$ cat config.mk
export PLATFORM = sky130hd
export DESIGN_NAME = cws_sequencer
export DESIGN_NICKNAME = d
export VERILOG_FILES = /design/src/verilog/cws_pkg.sv /design/src/verilog/cws_step_table.sv /design/src/verilog/cws_sequencer.sv
export SDC_FILE = /design/constraint.sdc
export NUM_CORES = 1
export LEC_CHECK = 0
export BUFFER_PORTS_ARGS = -buffer_cell sky130_fd_sc_hd__buf_2
export CORE_MARGIN = 1
export CORE_UTILIZATION = 55
export CTS_CLUSTER_DIAMETER = 60
export DETAILED_ROUTE_END_ITERATION = 10
export PLACE_DENSITY_LB_ADDON = 0.12
export RECOVER_POWER = 100
export SYNTH_ARGS = -nofsm -noshare
export SYNTH_HDL_FRONTEND = slang
export SYNTH_SLANG_ARGS = --single-unit
export TNS_END_PERCENT = 10
$ cat constraint.sdc
create_clock -name clk -period 11.85 [get_ports clk]
set_input_delay 1.185 -clock clk [delete_from_list [all_inputs] [get_ports clk]]
set_output_delay 1.185 -clock clk [all_outputs]
set_load 0.05 [all_outputs]
$ cat src/verilog/cws_pkg.sv
package cws_pkg;

  // ----------------------------------------------------------------
  // Register map
  // ----------------------------------------------------------------
  localparam logic [7:0] LAUNCH_CTRL_OFS = 8'h6F;
  localparam logic [7:0] PROGRESS_STAT_OFS = 8'h70;
  localparam logic [15:0] LAUNCH_CTRL_RST = 16'h0000;
  localparam logic [15:0] PROGRESS_STAT_RST = 16'h0000;
  localparam int ABORT_BIT = 9;
  localparam int LAUNCH_BIT = 8;
  localparam int PTR_LSB = 0;
  localparam int CUR_LSB = 4;
  localparam int ACTIVE_BIT = 0;

  // ----------------------------------------------------------------
  // Step table layout
  // ----------------------------------------------------------------
  localparam int PTR_W = 6;
  localparam int RAM_DEPTH = 32;
  localparam logic [5:0] RAM_LAST = 6'h1F;
  localparam logic [5:0] ROM_LAST = 6'h30;

  // ----------------------------------------------------------------
  // Timing
  // ----------------------------------------------------------------
  localparam int unsigned CLK_PERIOD_NS = 40;
  localparam int unsigned STEP_UNIT_NS = 62500;
  localparam int unsigned STEP_BASE_UNITS = 8;

  typedef struct packed {
    logic final_step_marker;
    logic [3:0] post_step_wait_code;
    logic [2:0] step_field_width;
    logic [3:0] step_field_lsb_position;
    logic [7:0] step_target_register;
    logic [7:0] step_field_value;
  } cws_step_t;

  typedef struct packed {
    logic wr;
    logic [7:0] addr;
    logic [15:0] mask;
    logic [15:0] data;
  } cws_ctl_wr_t;

  typedef enum logic [1:0] {
    ST_IDLE = 2'b00,
    ST_FETCH = 2'b01,
    ST_EXEC = 2'b10,
    ST_WAIT = 2'b11
  } cws_state_t;

endpackage

$ cat src/verilog/cws_step_table.sv
`timescale 1ns/10ps
module cws_step_table (
  // Clock
  input wire logic clk,
  input wire logic ce,
  // Load port for the writable part
  input wire logic load_en,
  input wire logic [4:0] load_idx,
  input wire cws_pkg::cws_step_t load_step,
  // Read port, one cycle latency
  input wire logic rd_en,
  input wire logic [5:0] rd_idx,
  output cws_pkg::cws_step_t rd_step
);
  import cws_pkg::*;

  cws_step_t ram_mem [RAM_DEPTH];

  // ----------------------------------------------------------------
  // Fixed steps: each clears bit 0 of its own index as register; the
  // last one ends the sequence.
  // ----------------------------------------------------------------
  function automatic cws_step_t rom_step(input logic [5:0] idx);
    cws_step_t s;
    s = '0;
    s.step_target_register = {2'b00, idx};
    s.final_step_marker = (idx == ROM_LAST);
    return s;
  endfunction

  always_ff @(posedge clk) begin
    if (ce && load_en) begin
      ram_mem[load_idx] <= load_step;
    end
  end

  always_ff @(posedge clk) begin
    if (ce && rd_en) begin
      if (rd_idx <= RAM_LAST) begin
        rd_step <= ram_mem[rd_idx[4:0]];
      end else begin
        rd_step <= rom_step(rd_idx);
      end
    end
  end

endmodule // cws_step_table

$ cat src/verilog/cws_sequencer.sv
// What this block does
// - Writing one to abort stops the run and returns access to the host.
// - Writing one to launch starts execution at the launch step pointer.
// - Steps execute consecutively until a step with the final marker runs.
// - On completion the sequencer clears the launch trigger bit itself.
// - Pointer values 0 to 31 address writable RAM steps.
// - Values 32 to 48 address ROM steps; 49 to 63 are reserved.
// - A read-only field shows the most recently accessed step location.
// - A read-only flag reads one while running, zero when idle.
// - While active, host control writes are refused; host waits for idle.
// - Step duration is 62.5 us times two to the wait code plus eight.
// - Each step writes a 1 to 8 bit field at its start position.
// - The sequencer halts after executing a step with the final marker.
`timescale 1ns/10ps
module cws_sequencer #(
  parameter int unsigned STEP_UNIT_NS_P = cws_pkg::STEP_UNIT_NS
) (
  // Clock and reset
  input wire logic clk,
  input wire logic nrst,
  input wire logic ce,
  // Host control-register port
  input wire logic host_wr,
  input wire logic host_rd,
  input wire logic [7:0] host_addr,
  input wire logic [15:0] host_wdata,
  output logic [15:0] host_rdata,
  // Step table load port
  input wire logic load_en,
  input wire logic [4:0] load_idx,
  input wire cws_pkg::cws_step_t load_step,
  // Write port into the device control registers
  output cws_pkg::cws_ctl_wr_t ctl_wr,
  // Status
  output logic sequencer_active_flag
);
  import cws_pkg::*;

  cws_state_t state_reg;
  cws_state_t state_next;
  logic sequence_launch_trigger;
  logic [5:0] launch_step_pointer;
  logic [5:0] active_step_pointer;
  logic [31:0] elapsed_ns_reg;
  logic [31:0] target_ns;
  cws_step_t step;
  logic ctrl_wr;
  logic launch_req;
  logic abort_req;
  logic wait_done;

  // ----------------------------------------------------------------
  // Helpers
  // ----------------------------------------------------------------
  function automatic logic [15:0] field_mask(input logic [2:0] w, input logic [3:0] lsb);
    logic [15:0] m;
    m = 16'(({1'b0, 8'hFF} >> (3'd7 - w)) & 9'h0FF);
    return m << lsb;
  endfunction

  function automatic logic [31:0] step_time_ns(input logic [3:0] code);
    logic [31:0] units;
    units = (32'h1 << code) + 32'(STEP_BASE_UNITS);
    return units * 32'(STEP_UNIT_NS_P);
  endfunction

  assign ctrl_wr = host_wr && (host_addr == LAUNCH_CTRL_OFS);
  assign launch_req = ctrl_wr && host_wdata[LAUNCH_BIT] && !host_wdata[ABORT_BIT];
  assign abort_req = ctrl_wr && host_wdata[ABORT_BIT];
  assign target_ns = step_time_ns(step.post_step_wait_code);
  assign wait_done = (elapsed_ns_reg + 32'(CLK_PERIOD_NS)) >= target_ns;

  cws_step_table u_table (
    .clk(clk),
    .ce(ce),
    .load_en(load_en),
    .load_idx(load_idx),
    .load_step(load_step),
    .rd_en(state_reg == ST_FETCH),
    .rd_idx(active_step_pointer),
    .rd_step(step)
  );

  // ----------------------------------------------------------------
  // Sequencing
  // ----------------------------------------------------------------
  always_comb begin
    state_next = state_reg;
    case (state_reg)
      ST_IDLE: begin
        if (launch_req) begin
          state_next = ST_FETCH;
        end
      end
      ST_FETCH: begin
        if (active_step_pointer > ROM_LAST) begin
          state_next = ST_IDLE;
        end else begin
          state_next = ST_EXEC;
        end
      end
      ST_EXEC: begin
        state_next = ST_WAIT;
      end
      ST_WAIT: begin
        if (wait_done) begin
          state_next = step.final_step_marker ? ST_IDLE : ST_FETCH;
        end
      end
      default: begin
        state_next = ST_IDLE;
      end
    endcase
    if (abort_req) begin
      state_next = ST_IDLE;
    end
  end

  always_ff @(posedge clk) begin
    if (!nrst) begin
      state_reg <= ST_IDLE;
    end else if (ce) begin
      state_reg <= state_next;
    end
  end

  always_ff @(posedge clk) begin
    if (!nrst) begin
      active_step_pointer <= PROGRESS_STAT_RST[CUR_LSB +: PTR_W];
    end else if (ce) begin
      if (state_reg == ST_IDLE && launch_req) begin
        active_step_pointer <= host_wdata[PTR_LSB +: PTR_W];
      end else if (state_reg == ST_WAIT && wait_done && !step.final_step_marker) begin
        active_step_pointer <= active_step_pointer + 6'h01;
      end
    end
  end

  always_ff @(posedge clk) begin
    if (!nrst) begin
      elapsed_ns_reg <= '0;
    end else if (ce) begin
      if (state_reg == ST_IDLE || state_next == ST_FETCH) begin
        elapsed_ns_reg <= '0;
      end else begin
        elapsed_ns_reg <= elapsed_ns_reg + 32'(CLK_PERIOD_NS);
      end
    end
  end

  // ----------------------------------------------------------------
  // Launch control register
  // ----------------------------------------------------------------
  always_ff @(posedge clk) begin
    if (!nrst) begin
      launch_step_pointer <= LAUNCH_CTRL_RST[PTR_LSB +: PTR_W];
      sequence_launch_trigger <= LAUNCH_CTRL_RST[LAUNCH_BIT];
    end else if (ce) begin
      if (abort_req) begin
        sequence_launch_trigger <= 1'b0;
      end else if (state_reg == ST_IDLE && ctrl_wr) begin
        launch_step_pointer <= host_wdata[PTR_LSB +: PTR_W];
        sequence_launch_trigger <= host_wdata[LAUNCH_BIT];
      end else if (state_reg != ST_IDLE && state_next == ST_IDLE) begin
        sequence_launch_trigger <= 1'b0;
      end
    end
  end

  always_ff @(posedge clk) begin
    if (!nrst) begin
      sequencer_active_flag <= PROGRESS_STAT_RST[ACTIVE_BIT];
    end else if (ce) begin
      sequencer_active_flag <= (state_next != ST_IDLE);
    end
  end

  // ----------------------------------------------------------------
  // Control register write port
  // ----------------------------------------------------------------
  always_ff @(posedge clk) begin
    if (!nrst) begin
      ctl_wr <= '0;
    end else if (ce) begin
      ctl_wr.wr <= 1'b0;
      if (state_reg == ST_EXEC && !abort_req) begin
        ctl_wr.wr <= 1'b1;
        ctl_wr.addr <= step.step_target_register;
        ctl_wr.mask <= field_mask(step.step_field_width, step.step_field_lsb_position);
        ctl_wr.data <= (16'(step.step_field_value) << step.step_field_lsb_position)
                       & field_mask(step.step_field_width, step.step_field_lsb_position);
      end else if (host_wr && state_reg == ST_IDLE && host_addr != LAUNCH_CTRL_OFS
                   && host_addr != PROGRESS_STAT_OFS) begin
        ctl_wr.wr <= 1'b1;
        ctl_wr.addr <= host_addr;
        ctl_wr.mask <= 16'hFFFF;
        ctl_wr.data <= host_wdata;
      end
    end
  end

  // ----------------------------------------------------------------
  // Register read-back
  // ----------------------------------------------------------------
  always_ff @(posedge clk) begin
    if (!nrst) begin
      host_rdata <= 16'h0000;
    end else if (ce && host_rd) begin
      host_rdata <= 16'h0000;
      if (host_addr == LAUNCH_CTRL_OFS) begin
        host_rdata[LAUNCH_BIT] <= sequence_launch_trigger;
        host_rdata[PTR_LSB +: PTR_W] <= launch_step_pointer;
      end else if (host_addr == PROGRESS_STAT_OFS) begin
        host_rdata[CUR_LSB +: PTR_W] <= active_step_pointer;
        host_rdata[ACTIVE_BIT] <= sequencer_active_flag;
      end
    end
  end

endmodule // cws_sequencer

==> run metrics, run 1 <==
status complete, but fails checks; failing checks capacitance limit, slew limit; number of flops mapped to enable cells by yosys roughly 920; clock tree root driver cell clkbuf_16; Mapped Cells roughly 2500; Tightest Pin Transition roughly 8 ns; sequential fraction of the synthesis area 0.668; drt drc 0; Total Wirelength between 100000 and 150000 um; fmax around 97 MHz; top sig layer met5; VDD IR max about 0.00014 V; initial antenna violation count 3; CP Capture Type flip-flop; Via Count between 20000 and 25000; Reg2Reg Setup Slack 1.52 ns; Syn Area/Cell between 15 and 20 um^2; Via density 6.24; fraction of layout cells with a size suffix above 1 0.192; Routed Antenna Nets 0; critical path class flip-flop to flip-flop; synth unique cells slightly above 80; setup violators final 0; cell area after synthesis 44600 um^2; Cell Int Power approximately 6000 uW; crit path max fanout 23; port bufs 114; Die Height between 200 and 300 um; yosys synthesis warning count 0; GPL Wtd Cong between 0.9 and 1; total grt overflow 0; area of the die slightly above 80000 um^2; clock share of power 0.441; Post-CTS Hold Buffers 0; fin nets around 3000; post-synth top area share 0.622; ys flop type edfxtp_1; DRC marker count from the first detailed-route iteration approximately 2400; worst flop-to-flop path endpoint elapsed_ns_reg[26]; end point of the worst hold path host_rdata[9]; I/O pins 121; Avg WL per Cell ~28 um; vias in the first global route approximately 25000; Bufs on Longest Clock Path 3; DRT Pass-1 Iters 5; Data arrival, critical path ~11 ns; Hold Fails Final Rpt 0; Sw Ratio 0.208; setup TNS 0 ns; CTS tree built; multi-input logic area 14100 um^2; top cells by area, synth edfxtp_1, mux4_2, dfxtp_1, ha_1, fa_1; CTS Sinks between 1000 and 1500; initial core utilization 0.554; met2 wire len 54800 um; Clk Latency, worst-skew pair 0.66 ns; Worst EP required between 10 and 15 ns; hold path cells 2; FF+latch count, synth between 1000 and 1500; M1 WL roughly 42000 um; max FFs per register approximately 900; crit path launch type flip-flop; Die W about 290 um; biggest area consumer among synthesized cells edfxtp_1; pin count of the biggest net entering global routing 94; Inserted Clock Buffers between 100 and 150; Hold/Removal Path Class flip-flop to flip-flop; worst clock skew 0.0582 ns; H-Tree Level Count 3; critical path buffer and inverter count 2; met3 wire length approximately 7500 um; # fillers roughly 5800; fin crit share 0.872; DP HPWL approximately 62000 um; post-layout min period between 10 and 15 ns; placed standard-cell area between 40000 and 50000 um^2; first-pass GRT wire length around 160000 um; family with the most delay on the worst path compound AO/OA/AOI/OAI gates; Max Cap Violations 42; clock transition at the registers of the reported paths 0.06 ns; Gate power share 0.031; P_sw ~1600 uW; fin. max-slew vios 1130; post-layout instance area roughly 50000 um^2; Core Util, Final 0.620; depth of the worst register-to-register path 29; Worst path max stage delay ~1.1 ns; post-cts sizing count 0; Flop pwr share 0.528; Area Growth Syn to Fin 11.8%; CORE AREA slightly above 80000 um^2; CP dominant cell by count ha_1; Pwr per Cell Area 151 nW/um^2; Slew HR -4.35; Slowest-stage cell, CP a211oi_2; register area between 20000 and 30000 um^2; Async SR Flop Fraction 0; RSZ-0062 raised after global routing false; r2r startpoint u_table.rd_step[24]; post-CTS setup buffer count 0; std cell rows approximately 100; Hold Startpoint host_rdata[9]; Leak about 0.016 uW; Total GRT Usage 0.267
==> power by group through the flow <==
stage          sequential (uW)  combinational (uW)  clock (uW)
2_1_floorplan             4090                 101           0
3_3_place_gp              4050                 229           0
3_5_place_dp              4050                 238           0
4_1_cts                   3980                 239        3380
5_1_grt                   3980                 252        3510
6_report                  3980                 232        3330
==> logic make-up (layout without fill, tap and decap cells) <==
kind of cell / count (synthesis) / in the layout / share of synthesized area
compound gates: 289 / 289 / 0.0428
buf+inv: 219 / 453 / 0.0195
flops: 1025 / 1025 / 0.668
fa+ha+maj: 180 / 180 / 0.0584
mux: 327 / 327 / 0.152
xor+xnor: 64 / 64 / 0.0126
simple gates: 435 / 435 / 0.0465
other cells: 2 / 24 / 0.000168
==> worst max path at each step <==
stage	slack [ns]	end	start	cells past startpoint
floorplan	3.34	elapsed_ns_reg[9]	u_table.rd_step[24]	32
global placement	2.17	elapsed_ns_reg[31]	u_table.rd_step[24]	29
detailed placement	1.86	elapsed_ns_reg[28]	u_table.rd_step[24]	29
CTS	1.81	elapsed_ns_reg[28]	u_table.rd_step[24]	29
global route	0.65	u_table.rd_step[18]	flip-flop	6
finish	1.52	elapsed_ns_reg[26]	u_table.rd_step[24]	29
==> cell usage in the layout (no fill, tap or decap), drive strengths merged, types with 48 or more instances in the layout <==
master  count
buf        48
nand2      71
mux4      280
fa         48
dfxtp     101
ha        129
o21ai      56
nor2      181
clkbuf    254
inv        99
edfxtp    924
a21oi      88
==> synth_stat cells (5+ instances only) <==
cell type and number:
nor3_1 32, mux4_2 280, o21ai_0 55, nand3b_1 6
and3_1 12, fa_1 48, or2_2 8, nand4_1 16
o221a_2 5, and2_1 7, ha_1 129, inv_1 89
a22o_1 12, a211oi_1 13, a22oi_1 10, a221oi_1 14
nand2_1 71, o21a_1 7, clkbuf_1 83, a31oi_1 17
a21oi_1 87, dfxtp_1 101, or3_1 8, a21o_1 14
nand3_1 32, buf_2 8, o22ai_1 10, buf_1 28
nor2b_1 29, mux2i_1 43, nand2b_1 13, nor2_1 181
xor2_1 30, buf_4 6, xnor2_1 34, edfxtp_1 924
==> routing by layer <==
metal / vias up / GRT usage
met5: - / 0
met4: 4 / 0.0738
met3: 191 / 0.0404
met2: 928 / 0.453
met1: 12500 / 0.361
li1: 10400 / -
==> through the flow <==
stage | total power, uW | std cells | setup WS [ns] | hold WS, ns
after global routing | 7740 | 3856 | 0.646 | 0.484
final | 7540 | 3857 | 1.52 | 0.457
after floorplan | 4190 | 2562 | 3.34 | 0.438
after global placement | 4280 | 3664 | 2.17 | 0.440
after CTS | 7590 | 3856 | 1.81 | 0.456
after detailed placement | 4290 | 3664 | 1.86 | 0.450
==> layout make-up <==
cell class | instances | area share
Multi-Input combinational cell | 1318 | 0.284
Inverter | 92 | 0.00693
Antenna cell | 1 | 0.0000502
Timing Repair Buffer | 169 | 0.0146
Sequential cell | 1025 | 0.598
Tap cell | 1060 | 0.0266
Clock inverter | 59 | 0.0137
Clock buffer | 133 | 0.0567
==> tightest hold or removal path, delay by kind of cell, from the launching register on <==
| kind | cells | cell delay [ns] |
|---|---|---|
| compound gates | 1 | 0.05 |
| flops | 1 | 0.31 |
| simple gates | 1 | 0.05 |
Power figures use the tool's default switching activity.
==> run 2: changes to the inputs <==
--- a/config.mk
+++ b/config.mk
@@ -5,6 +5,7 @@
 export SDC_FILE = /design/constraint.sdc
 export NUM_CORES = 1
 export LEC_CHECK = 0
+export ABC_AREA = 1
 export BUFFER_PORTS_ARGS = -buffer_cell sky130_fd_sc_hd__buf_2
 export CORE_MARGIN = 1
 export CORE_UTILIZATION = 55
@@ -15,4 +16,3 @@
 export SYNTH_ARGS = -nofsm -noshare
 export SYNTH_HDL_FRONTEND = slang
 export SYNTH_SLANG_ARGS = --single-unit
-export TNS_END_PERCENT = 10
==> run metrics, run 2 <==
Post-CTS Hold Buffers 0 (unchanged); fin crit share 0.719 (-0.153); H-Tree Level Count 3 (unchanged); Inserted Clock Buffers 105 (+0.96%); Total Wirelength 123000 um (+15%); setup violators final 0 (unchanged); port bufs 114 (unchanged); crit path launch type flip-flop; Total GRT Usage 0.295 (+0.0285); commonest cells after routing, fill and taps aside edfxtp_1, nor2_1, o21ai_0, nand2_1, inv_1; Worst path max stage delay 0.96 ns (-0.11 ns); post-cts sizing count 0 (unchanged); synth unique cells 60 (-28%); fin nets 4153 (+41%); post-layout min period 8.52 ns (-1.81 ns); Max Cap Violations 55 (+31%); Worst EP required 12.42 ns (+0.03 ns); sequential fraction of the synthesis area 0.656 (-0.0117); VDD IR max 0.000134 V (-2.1%); RSZ-0062 raised after global routing false; Post-synth top cells edfxtp_1, nor2_1, o21ai_0; status complete, but fails checks; Die W 289 um (+0.88%); Clk Latency, worst-skew pair 0.68 ns (+0.02 ns); fmax 117 MHz (+21%); worst clock skew 0.0296 ns (-0.0286 ns); Mapped Cells 3855 (+52%); post-synth top area share 0.612 (-0.0109); r2r startpoint u_table.rd_step[25]; Hold Fails Final Rpt 0 (unchanged); initial core utilization 0.560 (+0.00535); Hold Startpoint elapsed_ns_reg[22]; pin count of the biggest net entering global routing 165 (+76%); Pwr per Cell Area 151 nW/um^2 (about the same); Final Power 7560 uW (+0.30%); Bufs on Longest Clock Path 3 (unchanged); Async SR Flop Fraction 0 (unchanged); CP startpoint u_table.rd_step[25]; cell area after synthesis 45400 um^2 (+1.8%); max FFs per register 896 (unchanged); clock tree root driver cell clkbuf_16; biggest area consumer among synthesized cells edfxtp_1; failing checks capacitance limit, slew limit; Routed Antenna Nets 0 (unchanged); critical path class flip-flop to flip-flop; vias in the first global route 29700 (+20%); Data arrival, critical path 9.09 ns (-1.78 ns); Die Height 289 um (+0.88%); drt drc 0 (unchanged); DRT Pass-1 Iters 5 (unchanged); CTS tree built; Avg WL per Cell 24.3 um (-13%); Syn Area/Cell 11.8 um^2 (-33%); initial antenna violation count 11 (+8); CORE AREA 81100 um^2 (+0.81%); yosys synthesis warning count 0 (unchanged); Via density 6.17 (-1.1%); DP HPWL 70900 um (+14%); number of flops mapped to enable cells by yosys 924 (unchanged); top cells by area, synth edfxtp_1, o21ai_0, nor2_1, dfxtp_1, ha_1; Slew HR -1.12 (+3.22); top-count cell post-synth edfxtp_1; # fillers 6496 (+13%); ys flop type edfxtp_1; area of the die 83600 um^2 (+1.8%); first-pass GRT wire length 184000 um (+15%); Hold/Removal Path Class flip-flop to flip-flop; CTS Sinks 1025 (unchanged); crit path max fanout 29 (+26%); fraction of layout cells with a size suffix above 1 0.0598 (-0.132); clock transition at the registers of the reported paths 0.06 ns (about the same); Via Count 31200 (+30%); std cell rows 104 (unchanged); I/O pins 121 (unchanged); setup TNS 0 ns (unchanged); DRC marker count from the first detailed-route iteration 3409 (+45%); GPL Wtd Cong 0.866 (-4.9%); FF+latch count, synth 1025 (unchanged); total grt overflow 0 (unchanged); Area Growth Syn to Fin 10.2%; Leak 0.0175 uW (+6.6%); fin. max-slew vios 1078 (-4.6%); CP Capture Type flip-flop; Tightest Pin Transition 3.17 ns (-4.85 ns); post-CTS setup buffer count 0 (unchanged); Slowest-stage cell, CP clkbuf_1; commonest non-fill, non-tap cell in the layout edfxtp_1
## run 2: layout make-up
class / instances / area [um^2] / area share
Sequential cell: 1025 / 29800 / 0.596
Multi-Input combinational cell: 2416 / 14000 / 0.280
Clock buffer: 136 / 2790 / 0.0557
Tap cell: 1060 / 1330 / 0.0265
Timing Repair Buffer: 173 / 825 / 0.0165
Inverter: 192 / 737 / 0.0147
Clock inverter: 58 / 531 / 0.0106
Antenna cell: 6 / 15.0 / 0.000300
## run 2: critical path: cells and delay by family, from the launching register on
family	cells	cell delay [ns]
AOI/OAI and AO/OA	10	1.87
xor gates and xnor gates	1	0.12
adders and majority gates	9	3.25
buffers and inverters	3	1.25
DFF	1	0.41
and+or+nand+nor	11	1.54
## run 2: cells by family after synthesis
logic type      after synthesis  synth area share
other cells                   2          0.000166
simple gates               1063            0.0953
mux                           2          0.000441
fa+ha+maj                   177            0.0568
compound gates             1090             0.142
buf+inv                     435            0.0376
xor+xnor                     61            0.0119
flops                      1025             0.656
## run 2: path summary, 6_finish.rpt
kind,endpoint,slack [ns],cells past startpoint
worst max-delay path,elapsed_ns_reg[20],3.33,34
worst min-delay path,elapsed_ns_reg[22],0.47,2
worst max register to register,elapsed_ns_reg[20],3.33,34
worst min register to register,elapsed_ns_reg[22],0.47,2
## run 2: through the flow
step | utilization | std cells | area (um^2) | setup WS, ns | hold slack, ns
4_1_cts | 0.622 | 5060 | 50400 | 4.16 | 0.467
6_report | 0.617 | 5066 | 50000 | 3.33 | 0.468
5_1_grt | 0.616 | 5061 | 50000 | 2.59 | 0.474
3_5_place_dp | 0.581 | 4866 | 47100 | 4.18 | 0.456
3_3_place_gp | 0.581 | 4866 | 47100 | 4.37 | 0.452
2_1_floorplan | - | 3876 | 45400 | 4.93 | 0.439
## run 2: report_power, final
part           switching, uW  internal, uW
sequential              16.4          3980
combinational            279           103
clock                   1390          1800
## run 2: per-layer routing
layer,wire (um),vias to the layer above,GRT usage
met5,114,-,0
li1,-,14200,-
met1,50900,15200,0.414
met2,56600,1549,0.467
met3,12000,269,0.0565
met4,3710,16,0.0964
